### src/logic/sws_pkg.sv
// shared constants and types for the sram write and sleep control block
package sws_pkg;
	// number of byte lanes on the data bus
	localparam int LANES = 4;
	// bits per byte lane
	localparam int LANE_BITS = 9;
	// synchroniser depth for the sleep pin
	localparam int SYNC_STAGES = 3;
	// reset value of the synchroniser chain
	localparam logic [2:0] SYNC_RESET = 3'h0;
	// control states, gray coded along idle -> read -> write
	typedef enum logic [1:0] {
		SWS_IDLE = 2'h0,
		SWS_READ = 2'h1,
		SWS_WRITE = 2'h3,
		SWS_SLEEP = 2'h2
	} sws_state_t;
endpackage : sws_pkg

### src/logic/sws_ctrl.sv
// control logic: chip select decode, write qualification, data bus drive and sleep
`timescale 1ns/100ps
// What this block does
// - selected only when primary enable low, depth high enable high, depth low enable low.
// - full write on global write low, or byte write enable and all lanes low.
// - data bus stays high impedance after a write until a strobe starts a read.
// - data lines are high impedance when leaving sleep.
// - sleep request high enters low power sleep; memory contents are kept.
module sws_ctrl
	import sws_pkg::*;
#(
	parameter int LANE_COUNT = sws_pkg::LANES
)(
	// clock and reset
	input wire logic CLK_SYS,
	input wire logic RESET_N,
	// chip enables
	input wire logic CHIP_ENABLE_PRIMARY_N,
	input wire logic CHIP_ENABLE_DEPTH_HI,
	input wire logic CHIP_ENABLE_DEPTH_LO_N,
	// address strobes
	input wire logic PROCESSOR_ADDR_STROBE_N,
	input wire logic CONTROLLER_ADDR_STROBE_N,
	// write controls
	input wire logic GLOBAL_WRITE_N,
	input wire logic BYTE_WRITE_ENABLE_N,
	input wire logic [LANE_COUNT-1:0] LANE_WRITE_N,
	// asynchronous sleep pin
	input wire logic SLEEP_REQUEST,
	// status to the memory core
	output logic SELECTED,
	output logic FULL_WRITE,
	output logic [LANE_COUNT-1:0] LANE_WRITE,
	output logic DATA_OUT_ENABLE,
	output logic SLEEPING
);
	// ==========================================================
	// state
	typedef struct packed {
		logic [SYNC_STAGES-1:0] sync;
		logic sleep;
		sws_state_t state;
		logic oe;
		logic full;
		logic [LANE_COUNT-1:0] lanes;
	} sws_reg_t;

	sws_reg_t r_q;
	sws_reg_t r_d;
	logic sel;
	logic strobe;
	logic wr_any;
	logic wr_full;
	logic [LANE_COUNT-1:0] wr_lane;
	logic start_sleep;
	logic end_sleep;

	// ==========================================================
	// decode
	assign sel = !CHIP_ENABLE_PRIMARY_N && CHIP_ENABLE_DEPTH_HI && !CHIP_ENABLE_DEPTH_LO_N;
	assign strobe = !PROCESSOR_ADDR_STROBE_N || !CONTROLLER_ADDR_STROBE_N;
	// lanes write when global write is low or byte enable qualifies each lane
	assign wr_lane = !GLOBAL_WRITE_N ? {LANE_COUNT{1'b1}} :
		(!BYTE_WRITE_ENABLE_N ? ~LANE_WRITE_N : {LANE_COUNT{1'b0}});
	assign wr_full = &wr_lane;
	assign wr_any = |wr_lane;
	// sleep edges are judged only on agreeing second and third stages
	assign start_sleep = r_q.sync[SYNC_STAGES-2] && r_q.sync[SYNC_STAGES-1];
	assign end_sleep = !r_q.sync[SYNC_STAGES-2] && !r_q.sync[SYNC_STAGES-1];

	// ==========================================================
	// next state
	always_comb
	begin
		r_d = r_q;
		r_d.sync = {r_q.sync[SYNC_STAGES-2:0], SLEEP_REQUEST};
		r_d.full = 1'b0;
		r_d.lanes = '0;
		if (r_q.sleep)
		begin
			// accesses ignored, core retains contents while asleep
			if (end_sleep)
			begin
				r_d.sleep = 1'b0;
				r_d.state = SWS_IDLE;
				r_d.oe = 1'b0;
			end
		end
		else if (start_sleep)
		begin
			// the controller has already deselected us; nothing is mid-flight
			r_d.sleep = 1'b1;
			r_d.state = SWS_SLEEP;
			r_d.oe = 1'b0;
		end
		else
		begin
			case (r_q.state)
				SWS_IDLE, SWS_READ, SWS_WRITE:
				begin
					if (sel && strobe && !wr_any)
					begin
						r_d.state = SWS_READ;
						r_d.oe = 1'b1;
					end
					else if (sel && wr_any)
					begin
						r_d.state = SWS_WRITE;
						r_d.oe = 1'b0;
						r_d.full = wr_full;
						r_d.lanes = wr_lane;
					end
				end
				default:
				begin
					r_d.state = SWS_IDLE;
					r_d.oe = 1'b0;
				end
			endcase
		end
	end

	// ==========================================================
	// registers
	always_ff @(posedge CLK_SYS)
	begin
		if (!RESET_N)
		begin
			r_q.sync <= SYNC_RESET;
			r_q.sleep <= 1'b0;
			r_q.state <= SWS_IDLE;
			r_q.oe <= 1'b0;
			r_q.full <= 1'b0;
			r_q.lanes <= '0;
		end
		else
		begin
			r_q <= r_d;
		end
	end

	// outputs; select stays combinational so the core sees it in the access cycle itself
	assign SELECTED = sel && !r_q.sleep;
	assign FULL_WRITE = r_q.full;
	assign LANE_WRITE = r_q.lanes;
	assign DATA_OUT_ENABLE = r_q.oe;
	assign SLEEPING = r_q.sleep;

	// ==========================================================
	// checks
	property p_sel_decode;
		@(posedge CLK_SYS) disable iff (!RESET_N)
		SELECTED |-> (!CHIP_ENABLE_PRIMARY_N && CHIP_ENABLE_DEPTH_HI && !CHIP_ENABLE_DEPTH_LO_N);
	endproperty
	a_sel_decode: assert property (p_sel_decode) else $error("select without enables");

	property p_full_write;
		@(posedge CLK_SYS) disable iff (!RESET_N)
		(!r_q.sleep && !start_sleep && sel && !GLOBAL_WRITE_N) |=> FULL_WRITE;
	endproperty
	a_full_write: assert property (p_full_write) else $error("global write not full");

	property p_hiz_after_write;
		@(posedge CLK_SYS) disable iff (!RESET_N)
		(FULL_WRITE || |LANE_WRITE) |-> !DATA_OUT_ENABLE;
	endproperty
	a_hiz_after_write: assert property (p_hiz_after_write) else $error("bus driven after write");

	property p_oe_needs_strobe;
		@(posedge CLK_SYS) disable iff (!RESET_N)
		$rose(DATA_OUT_ENABLE) |-> $past(strobe) && $past(sel);
	endproperty
	a_oe_needs_strobe: assert property (p_oe_needs_strobe) else $error("drive without read");

	property p_wake_hiz;
		@(posedge CLK_SYS) disable iff (!RESET_N)
		$fell(SLEEPING) |-> !DATA_OUT_ENABLE;
	endproperty
	a_wake_hiz: assert property (p_wake_hiz) else $error("bus driven at wake");

	property p_enter_sleep;
		@(posedge CLK_SYS) disable iff (!RESET_N)
		(SLEEP_REQUEST [*4]) |=> SLEEPING;
	endproperty
	a_enter_sleep: assert property (p_enter_sleep) else $error("sleep not entered");

	property p_sleep_quiet;
		@(posedge CLK_SYS) disable iff (!RESET_N)
		SLEEPING |-> !DATA_OUT_ENABLE && !FULL_WRITE && LANE_WRITE == '0 && !SELECTED;
	endproperty
	a_sleep_quiet: assert property (p_sleep_quiet) else $error("activity in sleep");

	property p_wake;
		@(posedge CLK_SYS) disable iff (!RESET_N)
		(!SLEEP_REQUEST [*4]) |=> !SLEEPING;
	endproperty
	a_wake: assert property (p_wake) else $error("sleep not left");

	// further checks on select, lane qualification, bus drive and sleep
	property p_sel_when_enabled;
		@(posedge CLK_SYS) disable iff (!RESET_N)
		(!CHIP_ENABLE_PRIMARY_N && CHIP_ENABLE_DEPTH_HI && !CHIP_ENABLE_DEPTH_LO_N && !SLEEPING)
			|-> SELECTED;
	endproperty
	a_sel_when_enabled: assert property (p_sel_when_enabled) else $error("enables not selecting");

	property p_unselected_quiet;
		@(posedge CLK_SYS) disable iff (!RESET_N)
		!SELECTED |=> LANE_WRITE == '0 && !FULL_WRITE;
	endproperty
	a_unselected_quiet: assert property (p_unselected_quiet) else $error("write while unselected");

	property p_lane_write;
		@(posedge CLK_SYS) disable iff (!RESET_N)
		(!r_q.sleep && !start_sleep && sel && GLOBAL_WRITE_N && !BYTE_WRITE_ENABLE_N)
			|=> LANE_WRITE == ~$past(LANE_WRITE_N);
	endproperty
	a_lane_write: assert property (p_lane_write) else $error("lane writes not followed");

	property p_full_by_lanes;
		@(posedge CLK_SYS) disable iff (!RESET_N)
		(!r_q.sleep && !start_sleep && sel && !BYTE_WRITE_ENABLE_N && LANE_WRITE_N == '0)
			|=> FULL_WRITE;
	endproperty
	a_full_by_lanes: assert property (p_full_by_lanes) else $error("all lanes not full");

	property p_hiz_holds;
		@(posedge CLK_SYS) disable iff (!RESET_N)
		(!DATA_OUT_ENABLE && !(SELECTED && strobe && !wr_any)) |=> !DATA_OUT_ENABLE;
	endproperty
	a_hiz_holds: assert property (p_hiz_holds) else $error("drive without strobe");

	property p_sleep_no_access;
		@(posedge CLK_SYS) disable iff (!RESET_N)
		SLEEPING |=> LANE_WRITE == '0 && !DATA_OUT_ENABLE;
	endproperty
	a_sleep_no_access: assert property (p_sleep_no_access) else $error("access taken in sleep");
endmodule : sws_ctrl

### config.mk
export PLATFORM = sky130hd
export DESIGN_NAME = sws_ctrl
export DESIGN_NICKNAME = d
export VERILOG_FILES = /design/src/logic/sws_pkg.sv /design/src/logic/sws_ctrl.sv
export SDC_FILE = /design/constraint.sdc
export NUM_CORES = 1
export LEC_CHECK = 0
export BUFFER_PORTS_ARGS = -buffer_cell sky130_fd_sc_hd__buf_2
export CORE_MARGIN = 2
export CORE_UTILIZATION = 29
export CTS_BUF_LIST = sky130_fd_sc_hd__clkbuf_16
export DETAILED_ROUTE_END_ITERATION = 10
export PLACE_DENSITY = 0.61
export RECOVER_POWER = 100
export SLEW_MARGIN = 10
export SYNTH_ARGS = -nofsm -noshare
export SYNTH_HDL_FRONTEND = slang
export SYNTH_SLANG_ARGS = --single-unit
### constraint.sdc
create_clock -name CLK_SYS -period 1.7 [get_ports CLK_SYS]
set_input_delay 0.34 -clock CLK_SYS [delete_from_list [all_inputs] [get_ports CLK_SYS]]
set_output_delay 0.34 -clock CLK_SYS [all_outputs]
set_load 0.01 [all_outputs]
==> run metrics <==
pwr dens=1090 nW/um2; vias in the first global route=400; Worst-Margin Slew=about 0.38 ns; total power=0.000760 W; Internal=0.000622 W; CP max FO=3; Arr. time, crit path=~1.1 ns; Final Hold Vio Count=0; Clock transition at path regs=0.04 ns; critical path endpoint category=primary output; Filler cells=about 190; Final Cycle Share=85.8%; Clock Power Share=a little over half; routed wire length=between 900 and 1000 um; max layer used=met3; RePlAce Congestion=between 0.7 and 0.8; fmax=685 MHz; Net Switching=0.000137 W; r2r worst-path depth=4; layout cells sized above 1=22.1%; worst relative slew slack=74.6%; Compound-Gate Fraction of Synth Area=24.1%; via count=461; sequential area share after synthesis=44.5%; leading area contributor after synthesis=dfxtp_1; DRC errors left=0; post_cts resized=0; critical path startpoint category=input pin; Leak=between 0.2 and 0.3 nW; max_cap viols=0; initial antenna violation count=0; Hold Path Cell Cnt=2; outcome=completed; Reg2Reg Capture Point=LANE_WRITE[0]$_SDFF_PP0_; IR drop worst, VDD=between 0.0006 and 0.0007 V; largest stage delay on the critical path=0.42 ns; die height=between 40 and 50 um; hpwl dp=752 um; Ys Warns=0; Worst Hold Path EP=r_d[10]$_SDFF_PN0_; CTS Sinks=12; fin. max-slew vios=0; Crit-path slowest cell=or3b_1; Adder-Cell Fraction of Synth Area=0%; hold path start=SLEEP_REQUEST; Fin Clk Skew=between 0.0005 and 0.0006 ns; largest family of logic cells by synthesized area=simple AND/OR/NAND/NOR gates; Layout area overhead=29.5%; global-route wire length before repair=1550 um; Post-Syn Area per Cell=roughly 9 um2; WP data required=~1.4 ns; largest delay contributor family on the critical path=simple AND/OR/NAND/NOR gates; met2 routed WL=416 um; FF-to-FF setup slack=around 0.47 ns; drt wl/cell=approximately 9.3 um; CTS max path bufs=2; CP Buf/Inv Count=2; H-tree Lvls=1; sw frac=a little under a fifth; top area cells in the synthesized netlist=dfxtp_1 45%, buf_4 5.6%, o21a_1 5.6%, a211oi_4 3.7%, a41o_1 3.7%; share of total power in combinational logic=7.3%; Syn Nets=73; hold crit path type=input pin to register; Synth Instances=59; I/O pin count=22; simple-gate share of the synthesized area=24.1%; Die Width=47.1 um; clk_lat worst skew=0.23 ns; Num CTS Buffers=3; Via density=4.52; Die ar.=2220 um2; largest net degree at the start of global routing=12; Ant. Diodes=0; TritonCTS clock tree=done; Yosys reg bits=12; Core ar.=around 1700 um2; Initial Utilization=between 30% and 40%; Nets=93; post-synthesis mux area share=0%; XOR/XNOR Fraction of Synth Area=0%; GRT Util Overall=9.97%; fin crit period=1.46 ns; WS Path Type=input pin to primary output; clk root buf=clkbuf_16; setup bufs post-CTS=0; Distinct cells, synth=24; met1 WL=433 um; gr ovfl total=0; top cell type's share of synthesized area=44.5%; Cell Chain, Critical Path=buf_2 -> or3b_1 -> nor2_1 -> clkbuf_1; site row count=15; Setup Viol. Count Final=0; Flop pwr share=between 30% and 40%; r2r startpoint=r_q[7]$_SDFFE_PN0P_; number of port buffers=21; DRT Pass-1 Iters=3; area of the mapped netlist=roughly 540 um2; RSZ-0062 raised after global routing=false; Fin Setup TNS=0 ns; post-route ant nets=0; wire length on met3=95 um; drt initial violations=2; Post-CTS Hold Buffers=0
cell type report:
cell class                      count  area, um2  share of cell area, %
Clock buffer                        3       75.1                   10.8
Tap cell                           25       31.3                   4.48
Multi-Input combinational cell     41        258                   36.9
Timing Repair Buffer               21       93.8                   13.4
Sequential cell                    12        240                   34.4
Yosys cell counts (all sizes together):
cell type,n
a2111oi,1
a211oi,1
a21boi,2
a21oi,3
a41o,2
and2,3
buf,5
clkbuf,1
dfxtp,12
nand2,5
nand2b,1
nand3,2
nand4,3
nor2,5
nor2b,1
nor3b,1
o21a,4
o21ai,3
o22ai,1
or2,1
or3b,1
or4,1
registers in the layout (all words and copies together) (netlist names):
signal	flops
DATA_OUT_ENABLE	1
FULL_WRITE	1
r_d	2
SLEEPING	1
LANE_WRITE	4
r_q	3
power groups by stage:
stage | Clock (W) | Combinational [W] | Sequential (W)
final | 0.000409 | 0.0000554 | 0.000296
after global placement | 0 | 0.0000585 | 0.000300
after detailed placement | 0 | 0.0000589 | 0.000300
after CTS | 0.000421 | 0.0000590 | 0.000296
after floorplan | 0 | 0.0000353 | 0.000300
after global routing | 0.000436 | 0.0000626 | 0.000297
logic make-up (layout without fill, tap and decap cells):
logic type,count (synthesis),after routing
AOI/OAI and AO/OA,17,17
DFF,12,12
and+or+nand+nor,24,24
buffers and inverters,6,24
worst max path at each step:
stage | endpoint | slack (ns) | cells past startpoint | start
after CTS | SELECTED | 0.29 | 4 | CHIP_ENABLE_DEPTH_LO_N
final | SELECTED | 0.24 | 4 | CHIP_ENABLE_DEPTH_LO_N
after floorplan | r_q[6]$_SDFFE_PN0P_ | 0.43 | 4 | CHIP_ENABLE_DEPTH_LO_N
after global routing | SELECTED | 0.19 | 4 | CHIP_ENABLE_DEPTH_LO_N
after detailed placement | r_q[6]$_SDFFE_PN0P_ | 0.24 | 5 | CHIP_ENABLE_DEPTH_LO_N
after global placement | r_q[7]$_SDFFE_PN0P_ | 0.26 | 5 | CHIP_ENABLE_DEPTH_LO_N
layer usage:
layer / global-route usage (%) / vias up
met5: 0 / -
met4: 1.67 / 0
met3: 5.77 / 0
met2: 17.3 / 16
met1: 10.7 / 199
li1: - / 246
worst register-to-register path, stage by stage (launching register included):
cell and delay, ns:
dfxtp_1 0.31, nor2b_1 0.16, a211oi_4 0.26, nand4_1 0.25, a21oi_1 0.18
layout by cell type (no fill, tap or decap):
cell type | netlist | routed
buf_2 | 1 | 12
or4_1 | 1 | 1
nand4_1 | 3 | 3
clkbuf_1 | 1 | 9
nor2_1 | 5 | 5
o21ai_0 | 3 | 3
nor3b_1 | 1 | 1
a211oi_4 | 1 | 1
clkbuf_16 | 0 | 3
and2_0 | 0 | 2
nor2b_1 | 1 | 1
a21oi_1 | 3 | 3
or3b_1 | 0 | 1
a21boi_0 | 1 | 2
and2_1 | 3 | 1
a41o_1 | 2 | 2
or2_2 | 1 | 1
o21a_1 | 4 | 4
nand2_1 | 5 | 5
nand3_1 | 2 | 2
a2111oi_0 | 1 | 1
o22ai_1 | 1 | 1
dfxtp_1 | 12 | 12
nand2b_1 | 1 | 1
stage by stage:
step | hold WS (ns) | cell area (um2) | utilization, % | setup slack [ns] | instances
after global routing | 0.312 | 698 | 40.0 | 0.191 | 102
after global placement | 0.420 | 637 | 36.5 | 0.259 | 99
final | 0.311 | 698 | 40.0 | 0.241 | 102
after floorplan | 0.412 | 539 | - | 0.432 | 59
after CTS | 0.309 | 712 | 40.8 | 0.287 | 102
after detailed placement | 0.424 | 637 | 36.5 | 0.241 | 99
Note: power is estimated with default switching activity, not from simulation.
